## src/rtl/fcds_pkg.sv

```systemverilog
/*
  shared constants and types for the four channel dimming scheduler.
  assumes a single 40 MHz system clock and a plain register port.
*/
package fcds_pkg;
  // ----------------------------------------
  // timing
  // ----------------------------------------
  localparam int CLK_HZ = 40_000_000; // system clock rate
  localparam int BASE_US = 1; // tick timer resolution, us
  localparam int CYC_PER_US = (CLK_HZ / 1_000_000) * BASE_US; // cycles per base tick
  localparam int UNIT_US = 20; // schedule unit, us
  localparam int WAKE_US = 100; // settle delay before acquisition, us
  localparam int PERIOD_UNITS = 256; // dimming period in units (5120 us, about 5 ms)
  localparam int QUARTER_UNITS = PERIOD_UNITS / 4; // 90 degree channel lag
  localparam int TAB_LEN = 8; // schedule entries
  localparam int SAMPLES = 4; // samples per voltage
  // ----------------------------------------
  // register byte offsets
  // ----------------------------------------
  localparam logic [7:0] OFS_CTRL = 8'h00; // enable, copy, button request
  localparam logic [7:0] OFS_STAT = 8'h04; // status, w1c flags
  localparam logic [7:0] OFS_ERR = 8'h08; // latched error code
  localparam logic [7:0] OFS_TAB = 8'h10; // staged table, 8 words
  localparam logic [7:0] OFS_TIM = 8'h30; // timing parameters, 4 words
  localparam logic [7:0] OFS_AVG = 8'h40; // averages, 4 words
  localparam logic [7:0] OFS_BTN = 8'h50; // button sample
  // ----------------------------------------
  // field positions
  // ----------------------------------------
  localparam int CTRL_EN = 0; // scheduling enable
  localparam int CTRL_COPY = 1; // request staged table copy
  localparam int CTRL_BTN = 2; // request button sample
  localparam int STAT_FAULT = 4; // fault flags, 4 bits
  localparam int STAT_DONE = 8; // conversion done flag
  localparam int STAT_COPY = 9; // copy pending
  localparam int STAT_LIVE = 10; // trip condition present now
  localparam int STAT_PTR = 12; // schedule pointer, 3 bits
  localparam int ACT_ON = 7; // action byte: 1 = switch on
  localparam int AVG_HI = 16; // common-node average position
  localparam logic [2:0] BTN_MUX = 3'h7; // converter input of the buttons
  // ----------------------------------------
  // error codes
  // ----------------------------------------
  localparam logic [3:0] ERR_NONE = 4'h0;
  localparam logic [3:0] ERR_START = 4'h1; // on-action off its fixed start
  localparam logic [3:0] ERR_TRIP = 4'h2; // overcurrent trip
  localparam logic [3:0] ERR_DISCARD = 4'h3; // samples thrown away
  // ----------------------------------------
  // types
  // ----------------------------------------
  typedef struct packed {
    logic [7:0] act; // bit 7 on/off, bits 1:0 channel
    logic [7:0] dly; // units to next event, 0 means 256
  } fcds_entry_s;
  typedef enum logic [1:0] {ACQ_IDLE, ACQ_WAIT, ACQ_CONV, ACQ_BTN} fcds_acq_e;
endpackage

```

## src/rtl/fcds_top.sv

```systemverilog
/*
  four channel dimming scheduler: table driven run events, fixed quarter
  lag starts, overcurrent stop, delayed averaged voltage acquisition,
  deferred engine parameter and table updates.
  assumes engines and converter handshake sit outside; trip inputs are
  asynchronous, converter done/data are on clk.
*/
// Functional notes
// - period repeats about every 5 ms
// - on: drive channel run event active
// - on-time over: run event off till next cycle
// - each channel starts a quarter period later
// - start instants fixed, only on-time varies
// - on-time counted in 20 us units
// - eight two-byte schedule entries
// - timer reloaded with next entry delay
// - switch-on requests delayed acquisition
// - engine trips only from fault zone
// - trip clears run event, sets fault
// - tripped channel restarts next cycle
// - acquisition starts 100 us after start
// - four samples each voltage, averaged
// - discard samples if channel already off
// - completion sets conversion done flag
// - engine timing loaded only while stopped
// - staged table copied as entry 7 fires
// - serial service ranks lowest
// - trip detection left to engine hardware
// - button sampling never overlaps acquisition
// - error code latched, monitoring continues
// - run event high resumes paused engine
`timescale 1ns/10ps
module fcds_top
  import fcds_pkg::*;
#(
  parameter int ADC_W = 10, // converter data width
  parameter int TW = 16 // engine timing word width
)
(
  input wire logic clk, // system clock
  input wire logic rst_b, // async reset, active low
  input wire logic [7:0] addr, // register byte address
  input wire logic [31:0] wdata, // write data
  input wire logic wr, // write strobe
  input wire logic rd, // read strobe
  output logic [31:0] rdata, // read data, cycle after rd
  output logic [3:0] run_event, // channel_run_event per engine
  input wire logic [3:0] trip_in, // overcurrent_trip from engines
  output logic [3:0][TW-1:0] eng_param, // engine timing words
  output logic [3:0] eng_load, // engine load pulse
  output logic adc_start, // converter start pulse
  output logic [2:0] adc_mux, // converter input select
  input wire logic adc_done, // converter result valid
  input wire logic [ADC_W-1:0] adc_data, // converter result
  input wire logic [1:0] serial_req, // serial rx/tx service requests
  output logic [5:0] service_grant, // one-hot granted service
  output logic fault_led // fault indicator drive
);
  // ----------------------------------------
  // functions
  // ----------------------------------------
  // delay byte to unit count, zero means 256
  function automatic logic [8:0] dly_units(input logic [7:0] d);
    dly_units = (d == 8'h00) ? 9'h100 : {1'b0, d};
  endfunction
  // lowest set bit of a 4-bit request
  function automatic logic [1:0] low_idx(input logic [3:0] r);
    low_idx = r[0] ? 2'h0 : r[1] ? 2'h1 : r[2] ? 2'h2 : 2'h3;
  endfunction
  // ----------------------------------------
  // declarations
  // ----------------------------------------
  localparam logic [5:0] US_LAST = 6'(CYC_PER_US - 1); // base prescale end
  localparam logic [4:0] UNIT_LAST = 5'(UNIT_US - 1); // unit prescale end
  localparam logic [6:0] WAKE_CNT = 7'(WAKE_US / BASE_US); // settle ticks
  localparam logic [7:0] QTR = 8'(QUARTER_UNITS); // quarter in units
  logic rst_ff1_reg, rst_sync_b; // reset synchroniser
  logic [3:0] trip_meta_reg, trip_sync_reg, trip_prev_reg; // trip sync
  logic [3:0] trip_edge; // trip arrival
  logic en_reg; // scheduling enabled
  logic [5:0] us_cnt_reg; // base tick prescaler
  logic [4:0] unit_cnt_reg; // unit prescaler
  logic us_tick, unit_tick; // enable pulses
  logic [8:0] dly_reg; // units left to next event
  logic [2:0] ptr_reg; // schedule pointer
  logic [7:0] pos_reg; // position in period, units
  logic fire; // schedule event now
  fcds_entry_s cur; // entry being executed
  fcds_entry_s act_tab [TAB_LEN]; // active table
  fcds_entry_s stg_tab [TAB_LEN]; // staged table
  logic copy_pend_reg; // staged copy waiting
  logic start_ok; // on-action sits on its fixed start
  logic on_go; // accepted switch-on
  logic [3:0] fault_reg; // sticky fault flags
  logic [3:0] acq_pend_reg; // acquisition requests
  fcds_acq_e acq_reg; // acquisition state
  logic [1:0] acq_ch_reg; // channel under acquisition
  logic [6:0] wk_reg; // wakeup countdown
  logic [2:0] idx_reg; // sample index
  logic [ADC_W+1:0] sum_v_reg, sum_c_reg; // sample sums
  logic [3:0][ADC_W-1:0] avg_v_reg, avg_c_reg; // stored averages
  logic [ADC_W-1:0] btn_reg; // button sample
  logic btn_req_reg; // button sample wanted
  logic done_reg; // conversion_done_flag
  logic acq_end; // last sample arrives
  logic wake_end; // wakeup delay expired
  logic [3:0] err_reg; // latched error code
  logic [3:0] err_now; // error raised this cycle
  logic [3:0] tim_pend_reg; // timing_update_request bits
  logic [3:0][TW-1:0] tim_next_reg; // recomputed timing words
  logic wr_ctrl, wr_stat; // decoded writes
  // ----------------------------------------
  // reset and pin synchronisers
  // ----------------------------------------
  // release reset through two flops
  always_ff @(posedge clk or negedge rst_b)
  begin
    if (!rst_b)
    begin
      rst_ff1_reg <= 1'b0;
      rst_sync_b <= 1'b0;
    end
    else
    begin
      rst_ff1_reg <= 1'b1;
      rst_sync_b <= rst_ff1_reg;
    end
  end
  // trip inputs come from faster engine logic
  always_ff @(posedge clk or negedge rst_sync_b)
  begin
    if (!rst_sync_b)
    begin
      trip_meta_reg <= 4'h0;
      trip_sync_reg <= 4'h0;
      trip_prev_reg <= 4'h0;
    end
    else
    begin
      trip_meta_reg <= trip_in;
      trip_sync_reg <= trip_meta_reg;
      trip_prev_reg <= trip_sync_reg;
    end
  end
  // engine raises trip on leaving its hold state; detection stays in engine
  assign trip_edge = trip_sync_reg & ~trip_prev_reg;
  // ----------------------------------------
  // tick timer and schedule walk
  // ----------------------------------------
  assign us_tick = (us_cnt_reg == US_LAST);
  assign unit_tick = us_tick && (unit_cnt_reg == UNIT_LAST);
  // base and unit prescalers, free while enabled
  always_ff @(posedge clk or negedge rst_sync_b)
  begin
    if (!rst_sync_b)
    begin
      us_cnt_reg <= 6'h00;
      unit_cnt_reg <= 5'h00;
    end
    else if (!en_reg || dly_reg == 9'h000) // restart fire aligns units to entry zero
    begin
      us_cnt_reg <= 6'h00;
      unit_cnt_reg <= 5'h00;
    end
    else
    begin
      us_cnt_reg <= us_tick ? 6'h00 : us_cnt_reg + 6'h01;
      if (us_tick)
        unit_cnt_reg <= (unit_cnt_reg == UNIT_LAST) ? 5'h00 : unit_cnt_reg + 5'h01;
    end
  end
  assign cur = act_tab[ptr_reg];
  assign fire = en_reg && ((dly_reg == 9'h000) || (unit_tick && dly_reg == 9'h001));
  // reload with next entry delay and step the pointer
  always_ff @(posedge clk or negedge rst_sync_b)
  begin
    if (!rst_sync_b)
    begin
      dly_reg <= 9'h000;
      ptr_reg <= 3'h0;
      pos_reg <= 8'h00;
    end
    else if (!en_reg)
    begin
      dly_reg <= 9'h000;
      ptr_reg <= 3'h0;
      pos_reg <= 8'h00;
    end
    else
    begin
      if (fire)
      begin
        dly_reg <= dly_units(cur.dly);
        ptr_reg <= ptr_reg + 3'h1;
      end
      else if (unit_tick)
        dly_reg <= dly_reg - 9'h001;
      // position restarts with entry zero, period repeats
      if (fire && ptr_reg == 3'h0)
        pos_reg <= 8'h00;
      else if (unit_tick)
        pos_reg <= pos_reg + 8'h01;
    end
  end
  // start instants fixed at channel times a quarter period
  // a fire on a unit tick already sits at the next position
  assign start_ok = ((ptr_reg == 3'h0) ? 8'h00 : pos_reg + {7'h00, unit_tick}) ==
                    QTR * {6'h00, cur.act[1:0]};
  assign on_go = fire && cur.act[ACT_ON] && start_ok;
  // run events: on, off, trip stop
  always_ff @(posedge clk or negedge rst_sync_b)
  begin
    if (!rst_sync_b)
      run_event <= 4'h0;
    else if (!en_reg)
      run_event <= 4'h0;
    else
    begin
      for (int i = 0; i < 4; i++)
      begin
        if (trip_edge[i])
          run_event[i] <= 1'b0;
        else if (on_go && cur.act[1:0] == 2'(i))
          run_event[i] <= 1'b1;
        else if (fire && !cur.act[ACT_ON] && cur.act[1:0] == 2'(i))
          run_event[i] <= 1'b0;
      end
    end
  end
  // ----------------------------------------
  // tables
  // ----------------------------------------
  // staged entries written by software
  always_ff @(posedge clk or negedge rst_sync_b)
  begin
    if (!rst_sync_b)
    begin
      for (int i = 0; i < TAB_LEN; i++)
        stg_tab[i] <= '0;
    end
    else if (wr && addr >= OFS_TAB && addr < OFS_TIM && addr[1:0] == 2'h0)
      stg_tab[addr[4:2] - 3'h4] <= wdata[15:0];
  end
  // copy when entry 7 fires or while disabled, before entry zero runs
  always_ff @(posedge clk or negedge rst_sync_b)
  begin
    if (!rst_sync_b)
    begin
      copy_pend_reg <= 1'b0;
      for (int i = 0; i < TAB_LEN; i++)
        act_tab[i] <= '0;
    end
    else if (copy_pend_reg && (!en_reg || (fire && ptr_reg == 3'h7)))
    begin
      copy_pend_reg <= wr_ctrl && wdata[CTRL_COPY];
      for (int i = 0; i < TAB_LEN; i++)
        act_tab[i] <= stg_tab[i];
    end
    else if (wr_ctrl && wdata[CTRL_COPY])
      copy_pend_reg <= 1'b1;
  end
  // ----------------------------------------
  // faults and errors
  // ----------------------------------------
  // sticky faults, a new trip wins over a clear
  always_ff @(posedge clk or negedge rst_sync_b)
  begin
    if (!rst_sync_b)
      fault_reg <= 4'h0;
    else
      fault_reg <= trip_edge | (fault_reg & ~(wr_stat ? wdata[STAT_FAULT+:4] : 4'h0));
  end
  assign fault_led = |fault_reg;
  assign err_now = (fire && cur.act[ACT_ON] && !start_ok) ? ERR_START :
                   (|trip_edge) ? ERR_TRIP :
                   (acq_end && !run_event[acq_ch_reg]) ? ERR_DISCARD : ERR_NONE;
  // first error held until software clears it
  always_ff @(posedge clk or negedge rst_sync_b)
  begin
    if (!rst_sync_b)
      err_reg <= ERR_NONE;
    else if (err_now != ERR_NONE && (err_reg == ERR_NONE || (wr && addr == OFS_ERR)))
      err_reg <= err_now;
    else if (wr && addr == OFS_ERR)
      err_reg <= ERR_NONE;
  end
  // ----------------------------------------
  // delayed voltage acquisition
  // ----------------------------------------
  assign wake_end = (acq_reg == ACQ_WAIT) && us_tick && (wk_reg == 7'h01);
  assign acq_end = (acq_reg == ACQ_CONV) && adc_done && (idx_reg == 3'(2 * SAMPLES - 1));
  // requests raised at each switch-on, cleared when taken
  always_ff @(posedge clk or negedge rst_sync_b)
  begin
    if (!rst_sync_b)
      acq_pend_reg <= 4'h0;
    else
    begin
      for (int i = 0; i < 4; i++)
      begin
        if (on_go && cur.act[1:0] == 2'(i))
          acq_pend_reg[i] <= 1'b1;
        else if (acq_reg == ACQ_IDLE && |acq_pend_reg && low_idx(acq_pend_reg) == 2'(i))
          acq_pend_reg[i] <= 1'b0;
      end
    end
  end
  // acquisition sequencer; button only when no channel waits
  always_ff @(posedge clk or negedge rst_sync_b)
  begin
    if (!rst_sync_b)
    begin
      acq_reg <= ACQ_IDLE;
      acq_ch_reg <= 2'h0;
      wk_reg <= 7'h00;
      idx_reg <= 3'h0;
      adc_start <= 1'b0;
      adc_mux <= 3'h0;
    end
    else
    begin
      adc_start <= 1'b0;
      case (acq_reg)
        ACQ_IDLE:
        begin
          if (|acq_pend_reg)
          begin
            acq_ch_reg <= low_idx(acq_pend_reg);
            wk_reg <= WAKE_CNT;
            acq_reg <= ACQ_WAIT;
          end
          else if (btn_req_reg)
          begin
            adc_mux <= BTN_MUX;
            adc_start <= 1'b1;
            acq_reg <= ACQ_BTN;
          end
        end
        ACQ_WAIT:
        begin
          if (us_tick)
            wk_reg <= wk_reg - 7'h01;
          if (wake_end)
          begin
            idx_reg <= 3'h0;
            adc_mux <= {acq_ch_reg, 1'b0};
            adc_start <= 1'b1;
            acq_reg <= ACQ_CONV;
          end
        end
        ACQ_CONV:
        begin
          if (adc_done)
          begin
            idx_reg <= idx_reg + 3'h1;
            if (acq_end)
              acq_reg <= ACQ_IDLE;
            else
            begin
              adc_mux <= {acq_ch_reg, ~idx_reg[0]};
              adc_start <= 1'b1;
            end
          end
        end
        ACQ_BTN:
        begin
          if (adc_done)
            acq_reg <= ACQ_IDLE;
        end
        default: acq_reg <= ACQ_IDLE;
      endcase
    end
  end
  // sums, averages and button result
  always_ff @(posedge clk or negedge rst_sync_b)
  begin
    if (!rst_sync_b)
    begin
      sum_v_reg <= '0;
      sum_c_reg <= '0;
      avg_v_reg <= '0;
      avg_c_reg <= '0;
      btn_reg <= '0;
    end
    else if (acq_reg == ACQ_WAIT)
    begin
      sum_v_reg <= '0;
      sum_c_reg <= '0;
    end
    else if (acq_reg == ACQ_CONV && adc_done)
    begin
      if (idx_reg[0])
        sum_c_reg <= sum_c_reg + {2'b00, adc_data};
      else
        sum_v_reg <= sum_v_reg + {2'b00, adc_data};
      // store only if the channel still runs
      if (acq_end && run_event[acq_ch_reg])
      begin
        avg_v_reg[acq_ch_reg] <= sum_v_reg[ADC_W+1:2];
        avg_c_reg[acq_ch_reg] <= ADC_W'((sum_c_reg + {2'b00, adc_data}) >> 2);
      end
    end
    else if (acq_reg == ACQ_BTN && adc_done)
      btn_reg <= adc_data;
  end
  // done flag and button request, set wins over clear
  always_ff @(posedge clk or negedge rst_sync_b)
  begin
    if (!rst_sync_b)
    begin
      done_reg <= 1'b0;
      btn_req_reg <= 1'b0;
    end
    else
    begin
      done_reg <= (acq_end && run_event[acq_ch_reg]) ||
                  (done_reg && !(wr_stat && wdata[STAT_DONE]));
      btn_req_reg <= (wr_ctrl && wdata[CTRL_BTN]) || (btn_req_reg && acq_reg != ACQ_BTN);
    end
  end
  // ----------------------------------------
  // engine timing update
  // ----------------------------------------
  // load new words only while the run event is low
  always_ff @(posedge clk or negedge rst_sync_b)
  begin
    if (!rst_sync_b)
    begin
      tim_pend_reg <= 4'h0;
      tim_next_reg <= '0;
      eng_param <= '0;
      eng_load <= 4'h0;
    end
    else
    begin
      for (int i = 0; i < 4; i++)
      begin
        eng_load[i] <= 1'b0;
        if (wr && addr == OFS_TIM + 8'(4 * i))
        begin
          tim_next_reg[i] <= wdata[TW-1:0];
          tim_pend_reg[i] <= 1'b1;
        end
        else if (tim_pend_reg[i] && !run_event[i])
        begin
          eng_param[i] <= tim_next_reg[i];
          eng_load[i] <= 1'b1;
          tim_pend_reg[i] <= 1'b0;
        end
      end
    end
  end
  // ----------------------------------------
  // service ranking
  // ----------------------------------------
  // tick, wakeup, engine, converter ahead of serial rx, tx
  always_ff @(posedge clk or negedge rst_sync_b)
  begin
    if (!rst_sync_b)
      service_grant <= 6'h00;
    else if (fire)
      service_grant <= 6'h01;
    else if (wake_end)
      service_grant <= 6'h02;
    else if (|trip_edge)
      service_grant <= 6'h04;
    else if (acq_end)
      service_grant <= 6'h08;
    else if (serial_req[0])
      service_grant <= 6'h10;
    else if (serial_req[1])
      service_grant <= 6'h20;
    else
      service_grant <= 6'h00;
  end
  // ----------------------------------------
  // register port
  // ----------------------------------------
  assign wr_ctrl = wr && addr == OFS_CTRL;
  assign wr_stat = wr && addr == OFS_STAT;
  // enable bit steers the scheduler
  always_ff @(posedge clk or negedge rst_sync_b)
  begin
    if (!rst_sync_b)
      en_reg <= 1'b0;
    else if (wr_ctrl)
      en_reg <= wdata[CTRL_EN];
  end
  // read data valid the cycle after rd
  always_ff @(posedge clk or negedge rst_sync_b)
  begin
    if (!rst_sync_b)
      rdata <= 32'h0000_0000;
    else if (rd)
    begin
      rdata <= 32'h0000_0000;
      if (addr == OFS_CTRL)
        rdata[CTRL_EN] <= en_reg;
      else if (addr == OFS_STAT)
        rdata <= {17'h0, ptr_reg, 1'b0, |trip_sync_reg, copy_pend_reg, done_reg, fault_reg, run_event};
      else if (addr == OFS_ERR)
        rdata[3:0] <= err_reg;
      else if (addr >= OFS_TAB && addr < OFS_TIM && addr[1:0] == 2'h0)
        rdata[15:0] <= stg_tab[addr[4:2] - 3'h4];
      else if (addr >= OFS_TIM && addr < OFS_AVG && addr[1:0] == 2'h0)
        rdata[TW-1:0] <= tim_next_reg[addr[3:2]];
      else if (addr >= OFS_AVG && addr < OFS_BTN && addr[1:0] == 2'h0)
      begin
        rdata[ADC_W-1:0] <= avg_v_reg[addr[3:2]];
        rdata[AVG_HI+:ADC_W] <= avg_c_reg[addr[3:2]];
      end
      else if (addr == OFS_BTN)
        rdata[ADC_W-1:0] <= btn_reg;
    end
  end
endmodule

```

## config.mk

```make
export PLATFORM = sky130hd
export DESIGN_NAME = fcds_top
export DESIGN_NICKNAME = d
export VERILOG_FILES = /design/src/rtl/fcds_pkg.sv /design/src/rtl/fcds_top.sv
export SDC_FILE = /design/constraint.sdc
export NUM_CORES = 1
export LEC_CHECK = 0
export ABC_CLOCK_PERIOD_IN_PS = 46300
export BUFFER_PORTS_ARGS = -buffer_cell sky130_fd_sc_hd__clkbuf_2
export CAP_MARGIN = 20
export CORE_ASPECT_RATIO = 1.4
export CORE_MARGIN = 5
export CORE_UTILIZATION = 45
export DETAILED_ROUTE_END_ITERATION = 10
export GPL_ROUTABILITY_DRIVEN = 0
export PLACE_DENSITY_LB_ADDON = 0.1
export SKIP_LAST_GASP = 1
export SYNTH_ARGS = -nofsm -noshare
export SYNTH_HDL_FRONTEND = slang
export SYNTH_SLANG_ARGS = --single-unit
```

## constraint.sdc

```tcl
create_clock -name clk -period 46.3 [get_ports clk]
set_input_delay 11.575 -clock clk [delete_from_list [all_inputs] [get_ports clk]]
set_output_delay 11.575 -clock clk [all_outputs]
set_load 0.02 [all_outputs]
```

# == After elaboration in Yosys (flattened, before gate mapping) ==
# Index checks and enable logic that the tools add are counted.
# classes
eq_ne,42
mux,134
n_addsub,11
magnitude_cmp,12
reduce_logical,116
bitwise_logic,14
# op_table
op,count
bitwise mux 128 bit,1
2-to-1 mux 16 bit,7
binary-select mux 16 bit (select 3 bit),2
2-to-1 mux 10 bit,9
bitwise mux 40 bit,2
2-to-1 mux 12 bit,6
logical AND 1 bit,58
2-to-1 mux 6 bit,9
demux 16 bit (select 3 bit),1
2-to-1 mux 1 bit,46
binary-select mux 10 bit (select 2 bit),2
2-to-1 mux 9 bit,4
binary-select mux 16 bit (select 2 bit),1
"equality test 8 x 6 -> 1 bit, second input constant",4
2-to-1 mux 8 bit,4
nonzero test 2 bit,15
2-to-1 mux 3 bit,9
2-to-1 mux 26 bit,1
2-to-1 mux 25 bit,1
adder 12 x 10 -> 12 bit,2
2-to-1 mux 2 bit,11
2-to-1 mux 22 bit,1
demux 10 bit (select 2 bit),1
2-to-1 mux 4 bit,5
60 further kinds,127
# word_totals
in_bits,61
word_cells,417
out_inout_bits,115
regBits,627

# == Logic depth before layout (Yosys ltp) ==
# Gate-level depths: netlist of run 1.
# logic_depth
ltp_word,11
ltp_mapped,12
ltp_nobuf,12

# == Least setup slack after synthesis of run 1 ==
# No wires, ideal clock.
# synth_timing
path_kind,input port to flip-flop
startpoint,in addr[7]
endpoint,reg eng_param[39] (netlist bit)
path_buffers,2
arrival_time_ns,13.496
setup_time_ns,0.125
path_slack_ns,32.680
path_stages,7
required_time_ns,46.175
cell_sequence,nor4_4 > nand3_1 > nor2_1 > or3b_2 > buf_2 > buf_2 > mux2_2
# synth_via
elab_chain_len,4
# synth_rtl
item,line,rtl
"start, declared",fcds_top.sv:42,"input wire logic [7:0] addr,"
equality test 8 x 6 -> 1 bit,fcds_top.sv:439,if (wr && addr == OFS_TIM + 8'(4 * i))
logical AND 1 bit,fcds_top.sv:439,
NOT 1 bit (no source line),--,
AND reduction 2 bit (no source line),--,
"end signal, assigned by index",fcds_top.sv:446,eng_param[i] <= tim_next_reg[i];
"end, declared",fcds_top.sv:49,"output logic [3:0][TW-1:0] eng_param,"
# No other way between the ends.
# A chain may end at the register's enable or synchronous reset.

# == Final worst setup path of run 1 ==
# layout_timing
startpoint,in addr[2]
endpoint,reg rdata[6]
# layout_via
elab_chain_len,9
word_cells_on_any_way,32
cone_classes,1 x add/sub; 6 x order compare; 3 x eq/ne; 14 x mux; 1 x bitwise; 7 x reduce/logical
# layout_rtl
item,line,rtl
"subtractor 3 bit, or another cell as far along",fcds_top.sv:504,rdata[15:0] <= stg_tab[addr[4:2] - 3'h4];
NOT 3 -> 4 bit (implied by the code) / logical AND 1 bit (equally long branches),"fcds_top.sv:504, fcds_top.sv:507",
binary-select mux 16 bit (select 3 bit) / logical AND 1 bit (equally long branches),"fcds_top.sv:504, fcds_top.sv:507",
2-to-1 mux 16 bit (implied by the code) / 2-to-1 mux 10 bit (equally long branches),"fcds_top.sv:504, fcds_top.sv:507",
2-to-1 mux 16 bit (implied by the code) / 2-to-1 mux 10 bit (equally long branches),"fcds_top.sv:504, fcds_top.sv:505",
2-to-1 mux 16 bit,fcds_top.sv:503,else if (addr >= OFS_TAB && addr < OFS_TIM && addr[1:0] == 2'h0)
2-to-1 mux 22 bit,fcds_top.sv:501,else if (addr == OFS_ERR)
2-to-1 mux 26 bit,fcds_top.sv:499,else if (addr == OFS_STAT)
2-to-1 mux 25 bit *,fcds_top.sv:497,if (addr == OFS_CTRL)
"end signal, assigned by index",fcds_top.sv:498,rdata[CTRL_EN] <= en_reg;
"end signal, assigned",fcds_top.sv:500,"rdata <= {17'h0, ptr_reg, 1'b0, |trip_sync_reg, copy_pend_reg, done_reg, fault_reg, run_event};"
"end signal, assigned",fcds_top.sv:504,
"end, declared",fcds_top.sv:46,"output logic [31:0] rdata,"
# Mark *: on every way between the ends. The rest lies on a longest branch, timed or not. The select of a mux whose other input is x is not followed.

==> results of run 1 <==
## cells in the final DEF, fill, tap and decap left out, drive strengths merged, types with 13 or more instances in the layout
cell / synthesis / routed
dfrtp: 579 / 579
mux2: 436 / 436
clkbuf: 74 / 239
nand2: 90 / 90
mux4: 83 / 83
nor2: 80 / 80
o21ai: 66 / 66
a21oi: 56 / 56
buf: 52 / 45
inv: 37 / 40
ha: 39 / 39
nand3: 38 / 38
mux2i: 29 / 29
a21o: 21 / 21
xor2: 20 / 20
nor2b: 19 / 19
a22o: 19 / 19
xnor2: 16 / 16
o211ai: 15 / 15
nor3: 14 / 14
a32o: 13 / 13
clkinv: 2 / 13
## cell families after synthesis
kind of cell	Yosys count	synth area share
fa+ha+maj	41	0.0197
xor+xnor	36	0.0118
simple gates	338	0.0647
buf+inv	165	0.0262
mux	548	0.265
other cells	2	0.000280
flops	579	0.540
compound gates	283	0.0724
## metal layers
layer | up-vias | GRT usage
li1 | 7618 | -
met1 | 9088 | 0.288
met2 | 360 | 0.404
met3 | 97 | 0.0323
met4 | 0 | 0.0541
met5 | - | 0
## area by class of cell
| type | instances | area (um2) | share of cell area |
|---|---|---|---|
| Antenna cell | 1 | 2.50 | 0.0000822 |
| Clock buffer | 87 | 1730 | 0.0569 |
| Clock inverter | 19 | 256 | 0.00842 |
| Inverter | 39 | 146 | 0.00481 |
| Multi-Input combinational cell | 1253 | 11700 | 0.384 |
| Sequential cell | 579 | 14500 | 0.476 |
| Tap cell | 756 | 946 | 0.0311 |
| Timing Repair Buffer | 197 | 1180 | 0.0389 |
## metrics by stage
step / worst slack (ns) / std cells / total power, mW
global route: 31.83 / 2931 / 1.16
detailed placement: 31.27 / 2819 / 0.630
floorplan: 28.97 / 1997 / 0.603
CTS: 31.95 / 2925 / 1.12
finish: 31.99 / 2931 / 1.11
global placement: 31.25 / 2817 / 0.627
## worst max-delay path by stage
stage | from | end | slack (ns) | cells past startpoint
after floorplan | rst_sync_b$_DFF_PN0_ | acq_ch_reg[0]$_DFFE_PN0P_ | 28.97 | 0
after global placement | addr[2] | rdata[6]$_DFFE_PN0P_ | 31.25 | 7
after detailed placement | addr[2] | rdata[6]$_DFFE_PN0P_ | 31.27 | 7
after CTS | addr[2] | rdata[6]$_DFFE_PN0P_ | 31.95 | 7
after global routing | addr[2] | rdata[6]$_DFFE_PN0P_ | 31.83 | 7
final | addr[2] | rdata[6]$_DFFE_PN0P_ | 31.99 | 7
## Yosys cell counts (4+ instances only)
cell type / count / area share
dfrtp_1: 579 / 0.54
mux2_2: 436 / 0.18
a31oi_1: 9 / 0.0021
nand4_1: 10 / 0.0023
nand2b_1: 9 / 0.0021
clkbuf_1: 74 / 0.010
nand3b_1: 10 / 0.0028
o221ai_1: 4 / 0.0013
nor2_1: 80 / 0.011
o22ai_1: 4 / 0.00093
nor2b_1: 19 / 0.0044
or4_1: 7 / 0.0020
a221o_1: 7 / 0.0026
buf_2: 25 / 0.0047
a21oi_1: 56 / 0.010
a211oi_1: 8 / 0.0022
or3_1: 12 / 0.0028
nor4_1: 7 / 0.0016
xor2_1: 20 / 0.0065
nand3_1: 38 / 0.0071
xnor2_1: 16 / 0.0052
a21o_1: 21 / 0.0059
a22oi_1: 12 / 0.0034
nor3b_1: 6 / 0.0017
a21boi_0: 5 / 0.0014
o311ai_0: 6 / 0.0020
o31ai_1: 4 / 0.0011
ha_1: 39 / 0.018
o211ai_1: 15 / 0.0042
and3_1: 12 / 0.0028
a32o_1: 13 / 0.0049
mux2i_1: 28 / 0.010
nor3_1: 13 / 0.0024
o21ai_0: 65 / 0.012
and2_1: 4 / 0.00093
nand2_1: 90 / 0.013
buf_4: 8 / 0.0022
a22o_1: 19 / 0.0062
inv_1: 36 / 0.0050
mux4_2: 80 / 0.067
buf_1: 16 / 0.0022
## worst max-delay path, stage by stage
cell	delay, ns
buf_4	0.62
buf_4	0.87
mux4_2	0.68
a22o_1	0.26
a21oi_1	0.28
o21ai_0	0.14
a221o_1	0.33
## power groups by stage
stage | Clock [mW] | Sequential, mW | Combinational (mW)
2_1_floorplan | 0 | 0.553 | 0.0499
3_3_place_gp | 0 | 0.551 | 0.0761
3_5_place_dp | 0 | 0.552 | 0.0779
4_1_cts | 0.501 | 0.543 | 0.0781
5_1_grt | 0.523 | 0.544 | 0.0879
6_report | 0.490 | 0.542 | 0.0788
==> reports/qor.csv, run 1 <==
stage,metric,value,unit
global_route,vias in the first global route,18200,
timing,ratio of final minimum period to clock period,0.309,
timing,worst slew pin tran,0.984,ns
worst_setup_path,crit start category,input pin,
timing,RSZ-0062 raised after global routing,false,
die,core area,59400,um2
die,Row Count,106,
pwr,combinational group share of total power,0.071,
timing,clock period minus final worst setup slack,14.31,ns
cts,total CTS buffers,59,
cts,post-CTS sizing,0,
die,Top-Level Pins,176,
worst_setup_path,critical path arrival,14.82,ns
detailed_routing,Avg WL per Cell,24.9,um
pwr,Reg power frac,0.488,
cts,clk slew on worst S/H paths,0.06,ns
detailed_routing,1st-iter DRT viols,972,
timing,Worst Clk Skew,0.0247,ns
run,MaxCap Viol Count,0,
cts,maximum buffer depth of the clock tree,3,
cells_and_area,layout cells sized above 1,0.382,
detailed_routing,vias,17200,
detailed_routing,DR pass1 iterations,5,
hold_path,HP Class,register to asynchronous set/reset pin,
timing,Final Max Slew Viols,0,
detailed_routing,ANT nets after route,0,
die,Initial Util,0.451,
cells_and_area,Post-Route Utilization,0.513,
die,die area,64600,um2
cells_and_area,Fill cells,5147,
pwr,internal power of the cells,840,uW
worst_setup_path,reg2reg path depth,12,
cts,postcts setup bufs,0,
yosys,post-synth cell types,79,
detailed_routing,top layer in use,met4,
yosys,Mapped Area,26800,um2
cells_and_area,post-layout instance area,30500,um2
yosys,Post-Syn Instances,1992,
timing,FMAX,69.9,MHz
worst_setup_path,CP endpoint kind,register,
detailed_routing,routed wl met3,2870,um
worst_setup_path,Critical R2R Capture,run_event[1]$_DFFE_PN0P_,
worst_setup_path,Worst Path Max Fanout,49,
cts,htree depth,2,
timing,setup TNS,0,ns
worst_setup_path,Crit Path Class,input pin to register,
cells_and_area,max reg flops,128,
timing,worst rel slew slack,0.344,
global_route,first-pass GRT wire length,113000,um
yosys,Post-synth ARST share,1.00,
cts,Sink Count,579,
cells_and_area,Largest regs,"stg_tab (128), act_tab (88)",
worst_setup_path,worst path required time,46.81,ns
cts,hold_buf cts,0,
pwr,P per Cell Area,36.5,nW/um2
cts,root buffer cell,clkbuf_16,
cts,Clock Latency Late Sink,0.64,ns
global_route,initial antenna violation count,2,
global_route,largest net degree at the start of global routing,89,
placement,HPWL reported at the end of detailed placement,48900,um
timing,Worst Hold Margin,0.153,ns
global_route,total track usage,0.225,
cells_and_area,Area Growth Syn to Fin,13.6,%
pwr,worst vdd ir,0.0292,mV
detailed_routing,vias per cell,5.86,
yosys,number of enable flip-flop cells after synthesis,0,
detailed_routing,Residual DRC,0,
placement,placed standard-cell area,28300,um2
yosys,ys flop type,dfrtp_1,
cells_and_area,Largest Register,stg_tab,
detailed_routing,met2 wire length,38300,um
timing,Final Hold Fails,0,
yosys,Ys Warns,0,
outcome,outcome,completed,
worst_setup_path,RR Startpoint,unit_cnt_reg[0]$_DFFE_PN0P_,
pwr,Leak,14.8,nW
yosys,synthesized area per cell,13.5,um2
die,Die Wd,216,um
die,Die Height,299,um
timing,final setup violation count,0,
global_route,total congestion overflow,0,
cells_and_area,Final Net Count,2231,
yosys,Yosys reg bits,579,
pwr,Sw Ratio,0.243,
detailed_routing,metal1 wirelength,30200,um
pwr,sw power,270,uW
cts,CTS tree,yes,
placement,IO buf count,153,
yosys,"Seq/Total Area, Yosys",0.540,
worst_setup_path,R2R setup slack,42.04,ns
pwr,clock network power share,0.441,
detailed_routing,final wirelength,73000,um
Note: power is estimated with default switching activity, not from simulation.
==> inputs of run 2 (changes only) <==
--- a/config.mk
+++ b/config.mk
@@ -5,7 +5,8 @@
 export SDC_FILE = /design/constraint.sdc
 export NUM_CORES = 1
 export LEC_CHECK = 0
-export ABC_CLOCK_PERIOD_IN_PS = 46300
+export ABC_AREA = 1
+export ABC_CLOCK_PERIOD_IN_PS = 14000
 export BUFFER_PORTS_ARGS = -buffer_cell sky130_fd_sc_hd__clkbuf_2
 export CAP_MARGIN = 20
 export CORE_ASPECT_RATIO = 1.4
==> constraint.sdc (replaced) <==
create_clock -name clk -period 14 [get_ports clk]
set_input_delay 3.5 -clock clk [delete_from_list [all_inputs] [get_ports clk]]
set_output_delay 3.5 -clock clk [all_outputs]
set_load 0.02 [all_outputs]
==> reports/qor.csv, run 2 <==
stage,metric,value,unit,change
outcome,outcome,completed,,unchanged
timing,ratio of final minimum period to clock period,0.456,,
cells_and_area,Final Net Count,3325,,was 2231
cts,CTS tree,yes,,unchanged
global_route,largest net degree at the start of global routing,96,,was 89
yosys,"area leader, netlist",dfrtp_1,,unchanged
pwr,worst vdd ir,0.0857,mV,was 0.0292 mV
detailed_routing,vias,21800,,was 17200
worst_setup_path,R2R setup slack,10.61,ns,was 42.04 ns
hold_path,hold_sp,trip_meta_reg[1]$_DFF_PN0_,,
yosys,largest family of logic cells by synthesized area,simple AND/OR/NAND/NOR gates,,was multiplexers
detailed_routing,DR pass1 iterations,5,,unchanged
pwr,clock network power share,0.403,,was 0.441
cts,Sink Count,579,,unchanged
timing,Final Hold Fails,0,,unchanged
die,Die Wd,216,um,about the same
timing,clock period minus final worst setup slack,6.39,ns,
worst_setup_path,CP bufs+invs,5,,was 2
pwr,internal power of the cells,2.80,mW,was 840 uW
yosys,Post-Synth Adder-Cell Area,0.0198,,was 0.0197
cts,htree depth,2,,unchanged
worst_setup_path,worst path required time,14.56,ns,was 46.81 ns
hold_path,hold path depth,0,,
yosys,mux share of post-synthesis cell area,0.00461,,was 0.265
timing,setup TNS,0,ns,unchanged
worst_setup_path,reg2reg path depth,3,,was 12
yosys,Yosys reg bits,579,,unchanged
placement,IO buf count,153,,unchanged
yosys,Post-synth ARST share,1.00,,unchanged
die,die area,64200,um2,was 64600 um2
die,Initial Util,0.454,,was 0.451
cts,postcts setup bufs,0,,unchanged
yosys,Yosys top cell area share,0.544,,was 0.540
cells_and_area,"most common cell after layout, fill and taps aside",nand2_1,,was dfrtp_1
timing,Worst Clk Skew,0.0217,ns,was 0.0247 ns
global_route,GR peak layer,met2,,unchanged
yosys,Mapped Area,26600,um2,was 26800 um2
worst_setup_path,cells along the critical path,"clkbuf_2, nand2_1, buf_4, inv_2, nand3_1, buf_4, nand2_1, inv_2, nand2_1, nand2_1",,"was buf_4, buf_4, mux4_2, a22o_1, a21oi_1, o21ai_0, a221o_1"
timing,Final Max Slew Viols,0,,unchanged
die,Die Height,298,um,was 299 um
worst_setup_path,crit start category,input pin,,unchanged
cts,total CTS buffers,57,,was 59
cts,clk slew on worst S/H paths,0.06,ns,about the same
yosys,Ys Warns,0,,unchanged
detailed_routing,Residual DRC,0,,unchanged
cells_and_area,most frequent cells in the layout,"900 x nand2_1, 578 x dfrtp_1, 429 x o21ai_0",,"was 578 x dfrtp_1, 436 x mux2_2, 151 x clkbuf_2"
cells_and_area,Largest Register,stg_tab,,unchanged
pwr,Reg power frac,0.466,,was 0.488
global_route,total congestion overflow,0,,unchanged
placement,HPWL reported at the end of detailed placement,55900,um,was 48900 um
cts,maximum buffer depth of the clock tree,3,,unchanged
cts,hold_buf cts,0,,unchanged
yosys,"top cells by area, synth","dfrtp_1 54%, nand2_1 13%, o21ai_0 8.1%, inv_1 4.1%, nor2_1 2.7%",,"was dfrtp_1 54%, mux2_2 18%, mux4_2 6.7%, ha_1 1.8%, nand2_1 1.3%"
cells_and_area,max reg flops,128,,unchanged
worst_setup_path,critical path arrival,6.95,ns,was 14.82 ns
yosys,Compound-Gate Fraction of Synth Area,0.154,,was 0.0724
worst_setup_path,Critical R2R Capture,sum_c_reg[9]$_DFFE_PN0P_,,was run_event[1]$_DFFE_PN0P_
detailed_routing,1st-iter DRT viols,1773,,was 972
cells_and_area,FF/Latch Area,14500,um2,unchanged
timing,Worst Hold Margin,0.352,ns,was 0.153 ns
timing,worst rel slew slack,0.286,,was 0.344
worst_setup_path,top cell family by delay on the critical path,buffers and inverters,,unchanged
global_route,met2 Use GR,0.435,,was 0.404
hold_path,WHS Endpoint,trip_sync_reg[1]$_DFF_PN0_,,
placement,placed standard-cell area,27900,um2,was 28300 um2
worst_setup_path,Worst Path Max Fanout,34,,was 49
cells_and_area,multi-input logic area,10300,um2,was 11700 um2
global_route,vias in the first global route,22000,,was 18200
die,Row Count,105,,was 106
cells_and_area,Area Growth Syn to Fin,11.9,%,was 13.6%
timing,worst slew pin tran,1.07,ns,was 0.984 ns
cells_and_area,Fill cells,5639,,was 5147
timing,final setup violation count,0,,unchanged
yosys,"Seq/Total Area, Yosys",0.544,,was 0.540
global_route,total track usage,0.252,,was 0.225
cells_and_area,Largest regs,"stg_tab (128), act_tab (88)",,unchanged
cells_and_area,post-layout instance area,29800,um2,was 30500 um2
pwr,combinational group share of total power,0.131,,was 0.071
pwr,P per Cell Area,131,nW/um2,was 36.5 nW/um2
die,core area,58600,um2,was 59400 um2
yosys,post-synth cell types,59,,was 79
yosys,most common library cells after synthesis,"900 x nand2_1, 579 x dfrtp_1, 429 x o21ai_0",,"was 579 x dfrtp_1, 436 x mux2_2, 90 x nand2_1"
timing,RSZ-0062 raised after global routing,false,,unchanged
cts,root buffer cell,clkbuf_16,,unchanged
cts,Clock Latency Late Sink,0.63,ns,was 0.64 ns
pwr,Leak,14.5,nW,was 14.8 nW
cells_and_area,layout cells sized above 1,0.108,,was 0.382
run,MaxCap Viol Count,0,,unchanged
cts,post-CTS sizing,0,,unchanged
yosys,synthesized area per cell,8.49,um2,was 13.5 um2
yosys,Post-Syn Instances,3133,,was 1992
yosys,"count leader, synth",nand2_1,,was dfrtp_1
worst_setup_path,Crit path top cell by count,nand2_1,,was buf_4
global_route,initial antenna violation count,2,,unchanged
global_route,first-pass GRT wire length,128000,um,was 113000 um
yosys,Synth Area in XOR/XNOR,0.00724,,was 0.0118
hold_path,HP Class,register to register,,was register to asynchronous set/reset pin
worst_setup_path,CP endpoint kind,register,,unchanged
die,Top-Level Pins,176,,unchanged
yosys,ys flop type,dfrtp_1,,unchanged
detailed_routing,vias per cell,5.42,,was 5.86
global_route,met3 usage,0.0349,,was 0.0323
worst_setup_path,slowest stage cell on the critical path,buf_4,,unchanged
detailed_routing,ANT nets after route,0,,unchanged
worst_setup_path,"slowest stage delay, CP",0.59,ns,was 0.87 ns
yosys,post-synthesis simple-gate area fraction,0.198,,was 0.0647
worst_setup_path,RR Startpoint,rst_sync_b$_DFF_PN0_,,was unit_cnt_reg[0]$_DFFE_PN0P_
worst_setup_path,Crit Path Class,input pin to register,,unchanged
pwr,sw power,1.10,mW,was 270 uW
yosys,number of enable flip-flop cells after synthesis,0,,unchanged
pwr,Sw Ratio,0.282,,was 0.243
detailed_routing,final wirelength,81200,um,was 73000 um
timing,FMAX,157,MHz,
detailed_routing,Avg WL per Cell,20.2,um,was 24.9 um
global_route,M1 GR Usage,0.326,,was 0.288
-- run 2: cell types whose count changed after synthesis, sizes merged, moves of 77 or more --
| cell | before | now |
|---|---|---|
| nor2 | 80 | 199 |
| o21ai | 66 | 496 |
| nand3 | 38 | 115 |
| mux2 | 436 | 10 |
| mux4 | 83 | 0 |
| inv | 37 | 298 |
| nand2 | 90 | 907 |
-- run 2: kinds of logic after synthesis --
logic type / after synthesis
adders and majority gates: 41
AOI/OAI and AO/OA: 723
and+or+nand+nor: 1290
muxes: 11
DFF: 579
other: 2
xor gates and xnor gates: 22
buffers and inverters: 465
-- run 2: worst max path at each step --
| stage | from | slack, ns | end | depth (start not counted) |
|---|---|---|---|---|
| 3_3_place_gp | addr[2] | 7.07 | eng_param[50]$_DFFE_PN0P_ | 10 |
| 6_report | addr[3] | 7.61 | eng_param[50]$_DFFE_PN0P_ | 10 |
| 3_5_place_dp | addr[2] | 7.04 | eng_param[50]$_DFFE_PN0P_ | 10 |
| 4_1_cts | addr[2] | 7.68 | eng_param[50]$_DFFE_PN0P_ | 10 |
| 2_1_floorplan | rst_sync_b$_DFF_PN0_ | 4.58 | acq_ch_reg[0]$_DFFE_PN0P_ | 0 |
| 5_1_grt | addr[2] | 7.41 | eng_param[54]$_DFFE_PN0P_ | 10 |
-- run 2: layout make-up --
class	count	share of cell area
multi-input cells	2094	0.344
diodes	1	0.0000840
inverters	300	0.0379
repair buffers	191	0.0355
flip-flops and latches	579	0.487
clock buffers	84	0.0557
well taps	749	0.0315
clock inverters	21	0.00832
-- run 2: worst register-to-register path: cells and delay by family, from the launching register on --
kind                   cells  cell delay, ns
flip-flops                 1            0.85
buffers and inverters      3            2.45
-- run 2: routing by layer --
metal / part of all wire / wire [um]
met1: 0.42 / 34000
met4: 0.039 / 3130
met2: 0.49 / 40100
met5: 0.00025 / 20
met3: 0.049 / 3960
-- run 2: through the flow --
step / util / worst slack [ns] / power [mW] / instances
after floorplan: - / 4.58 / 2.17 / 3138
after global placement: 0.475 / 7.07 / 2.34 / 3911
after detailed placement: 0.475 / 7.04 / 2.36 / 3912
after CTS: 0.508 / 7.68 / 3.93 / 4017
after global routing: 0.508 / 7.41 / 4.07 / 4018
final: 0.508 / 7.61 / 3.89 / 4019
-- run 2: power groups by stage --
stage | logic [mW] | registers [mW] | clock network, mW
finish | 0.510 | 1.82 | 1.57
global route | 0.574 | 1.82 | 1.67
CTS | 0.515 | 1.82 | 1.60
detailed placement | 0.512 | 1.85 | 0
global placement | 0.502 | 1.84 | 0
floorplan | 0.306 | 1.87 | 0
==> inputs of run 3 (changes only) <==
--- a/config.mk
+++ b/config.mk
@@ -6,7 +6,7 @@
 export NUM_CORES = 1
 export LEC_CHECK = 0
 export ABC_AREA = 1
-export ABC_CLOCK_PERIOD_IN_PS = 14000
+export ABC_CLOCK_PERIOD_IN_PS = 5500
 export BUFFER_PORTS_ARGS = -buffer_cell sky130_fd_sc_hd__clkbuf_2
 export CAP_MARGIN = 20
 export CORE_ASPECT_RATIO = 1.4
==> constraint.sdc (replaced) <==
create_clock -name clk -period 5.5 [get_ports clk]
set_input_delay 1.375 -clock clk [delete_from_list [all_inputs] [get_ports clk]]
set_output_delay 1.375 -clock clk [all_outputs]
set_load 0.02 [all_outputs]
==> reports/qor.csv, run 3 (synthesized netlist as in run 2, its figures left out) <==
stage,metric,value,unit,change
hold_path,HP Class,register to asynchronous set/reset pin,,was register to register
detailed_routing,met2 wire length,41400,um,was 40100 um
pwr,Leak,14.5,nW,about the same
cts,root buffer cell,clkbuf_16,,unchanged
worst_setup_path,CP bufs+invs,3,,was 5
cts,Clock Latency Late Sink,0.64,ns,was 0.63 ns
timing,RSZ-0062 raised after global routing,false,,unchanged
worst_setup_path,Worst Path Max Fanout,14,,was 34
worst_setup_path,critical path arrival,3.86,ns,was 6.95 ns
cts,htree depth,2,,unchanged
cts,maximum buffer depth of the clock tree,3,,unchanged
die,Top-Level Pins,176,,unchanged
die,Row Count,105,,unchanged
worst_setup_path,"slowest stage delay, CP",0.71,ns,was 0.59 ns
pwr,worst vdd ir,0.211,mV,was 0.0857 mV
detailed_routing,1st-iter DRT viols,1983,,was 1773
cells_and_area,Final Net Count,3327,,was 3325
pwr,P per Cell Area,337,nW/um2,was 131 nW/um2
timing,slack of the critical path,2.20,ns,was 7.61 ns
cts,Sink Count,579,,unchanged
die,Die Height,298,um,unchanged
die,die area,64200,um2,unchanged
detailed_routing,Residual DRC,0,,unchanged
worst_setup_path,CP endpoint kind,register,,unchanged
detailed_routing,DR pass1 iterations,5,,unchanged
detailed_routing,metal1 wirelength,34000,um,about the same
cts,post-CTS sizing,0,,unchanged
cells_and_area,max reg flops,128,,unchanged
die,Die Wd,216,um,unchanged
die,core area,58600,um2,unchanged
placement,HPWL reported at the end of detailed placement,56800,um,was 55900 um
placement,IO buf count,153,,unchanged
detailed_routing,vias per cell,5.45,,was 5.42
detailed_routing,ANT nets after route,0,,unchanged
timing,worst rel slew slack,0.336,,was 0.286
global_route,initial antenna violation count,3,,was 2
placement,pre-CTS setup slack,1.28,ns,was 7.04 ns
cts,hold_buf cts,0,,unchanged
die,Initial Util,0.454,,unchanged
detailed_routing,Avg WL per Cell,20.4,um,was 20.2 um
run,MaxCap Viol Count,0,,unchanged
global_route,largest net degree at the start of global routing,168,,was 96
timing,clock period minus final worst setup slack,3.30,ns,
timing,Final Hold Fails,0,,unchanged
worst_setup_path,worst path required time,6.05,ns,was 14.56 ns
cells_and_area,Largest Register,stg_tab,,unchanged
timing,Final Max Slew Viols,0,,unchanged
worst_setup_path,CP Depth,11,,was 10
timing,worst slew pin tran,0.986,ns,was 1.07 ns
timing,FMAX,303,MHz,
cells_and_area,Area Growth Syn to Fin,12.5,%,was 11.9%
timing,Worst Clk Skew,0.0349,ns,was 0.0217 ns
timing,ratio of final minimum period to clock period,0.601,,
detailed_routing,final wirelength,81900,um,was 81200 um
cts,total CTS buffers,57,,unchanged
worst_setup_path,Crit Path Class,input pin to register,,unchanged
detailed_routing,routed wl met3,3920,um,was 3960 um
cts,CTS tree,yes,,unchanged
timing,final setup violation count,0,,unchanged
global_route,first-pass GRT wire length,128000,um,about the same
worst_setup_path,Crit path top cell by count,nand2_1,,unchanged
cts,postcts setup bufs,0,,unchanged
cells_and_area,most frequent cells in the layout,"900 x nand2_1, 578 x dfrtp_1, 429 x o21ai_0",,unchanged
global_route,total track usage,0.253,,was 0.252
timing,Worst Hold Margin,0.291,ns,was 0.352 ns
detailed_routing,top layer in use,met5,,unchanged
worst_setup_path,reg2reg path depth,12,,was 3
cells_and_area,Largest regs,"stg_tab (128), act_tab (88)",,unchanged
cells_and_area,Fill cells,5624,,was 5639
worst_setup_path,crit start category,input pin,,unchanged
detailed_routing,vias,21900,,was 21800
worst_setup_path,top cell family by delay on the critical path,simple AND/OR/NAND/NOR gates,,was buffers and inverters
worst_setup_path,slowest stage cell on the critical path,nor3_2,,was buf_4
cells_and_area,layout cells sized above 1,0.109,,was 0.108
cts,clk slew on worst S/H paths,0.07,ns,was 0.06 ns
global_route,total congestion overflow,0,,unchanged
cells_and_area,"most common cell after layout, fill and taps aside",nand2_1,,unchanged
worst_setup_path,cells along the critical path,"clkbuf_2, buf_4, inv_1, nor3_2, nand2_1, o21a_1, nand2_1, nand2_1, nand2_1, nand2_1, nand2_1",,"was clkbuf_2, nand2_1, buf_4, inv_2, nand3_1, buf_4, nand2_1, inv_2, nand2_1, nand2_1"
outcome,outcome,completed,,unchanged
global_route,vias in the first global route,21700,,was 22000
==> run 3: cell types whose count changed in the layout (fill, tap and decap cells not counted), sizes merged <==
cell and change:
inv +1, buf +2, diode +2, clkinv -4, clkbuf -1, bufinv +3
==> run 3: stage by stage <==
| step | instance area (um2) | setup TNS [ns] | total power, mW | cells | util |
|---|---|---|---|---|---|
| floorplan | 26600 | -69.61 | 5.53 | 3138 | - |
| finish | 29900 | 0 | 10.1 | 4022 | 0.511 |
| global route | 29900 | 0 | 10.5 | 4019 | 0.511 |
| global placement | 27900 | 0 | 5.97 | 3914 | 0.477 |
| CTS | 29900 | 0 | 10.2 | 4018 | 0.510 |
| detailed placement | 27900 | 0 | 6.01 | 3914 | 0.477 |
==> run 3: area by class of cell <==
type	count	area (um2)	share of cell area
diodes	3	7.51	0.000251
clock buffers	83	1660	0.0556
clock inverters	21	320	0.0107
inverters	300	1130	0.0377
multi-input cells	2094	10300	0.343
flip-flops and latches	579	14500	0.484
well taps	749	937	0.0313
repair buffers	193	1120	0.0375
==> run 3: worst paths after layout <==
check                                           start                          to  slack [ns]
max                                           addr[4]        rdata[9]$_DFFE_PN0P_        2.20
min                              rst_sync_b$_DFF_PN0_    eng_param[1]$_DFFE_PN0P_        0.29
max reg2reg                   us_cnt_reg[0]$_DFF_PN0_     act_tab[24]$_DFFE_PN0P_        2.20
min reg2reg                      rst_sync_b$_DFF_PN0_    eng_param[1]$_DFFE_PN0P_        0.29
max in group asynchronous        rst_sync_b$_DFF_PN0_     stg_tab[66]$_DFFE_PN0P_        3.64
min in group clk           trip_meta_reg[1]$_DFF_PN0_  trip_sync_reg[1]$_DFF_PN0_        0.35
==> run 3: power breakdown <==
group,internal (mW),switching (mW)
logic,0.372,0.920
clock network,2.43,1.73
registers,4.47,0.164
total,7.27,2.82
==> run 3: worst register-to-register path: cells and delay by family, from the launching register on <==
kind,cells,cell delay (ns)
flip-flops,1,0.40
buffers and inverters,2,0.83
AO/OA/AOI/OAI,1,0.26
AND/OR/NAND/NOR,8,1.45
adder cells (fa/ha/maj),1,0.21
==> run 3: routing by layer <==
layer / GRT usage / up-vias
li1: - / 10400
met5: 0 / -
met3: 0.0354 / 131
met1: 0.325 / 10800
met4: 0.0768 / 2
met2: 0.444 / 599
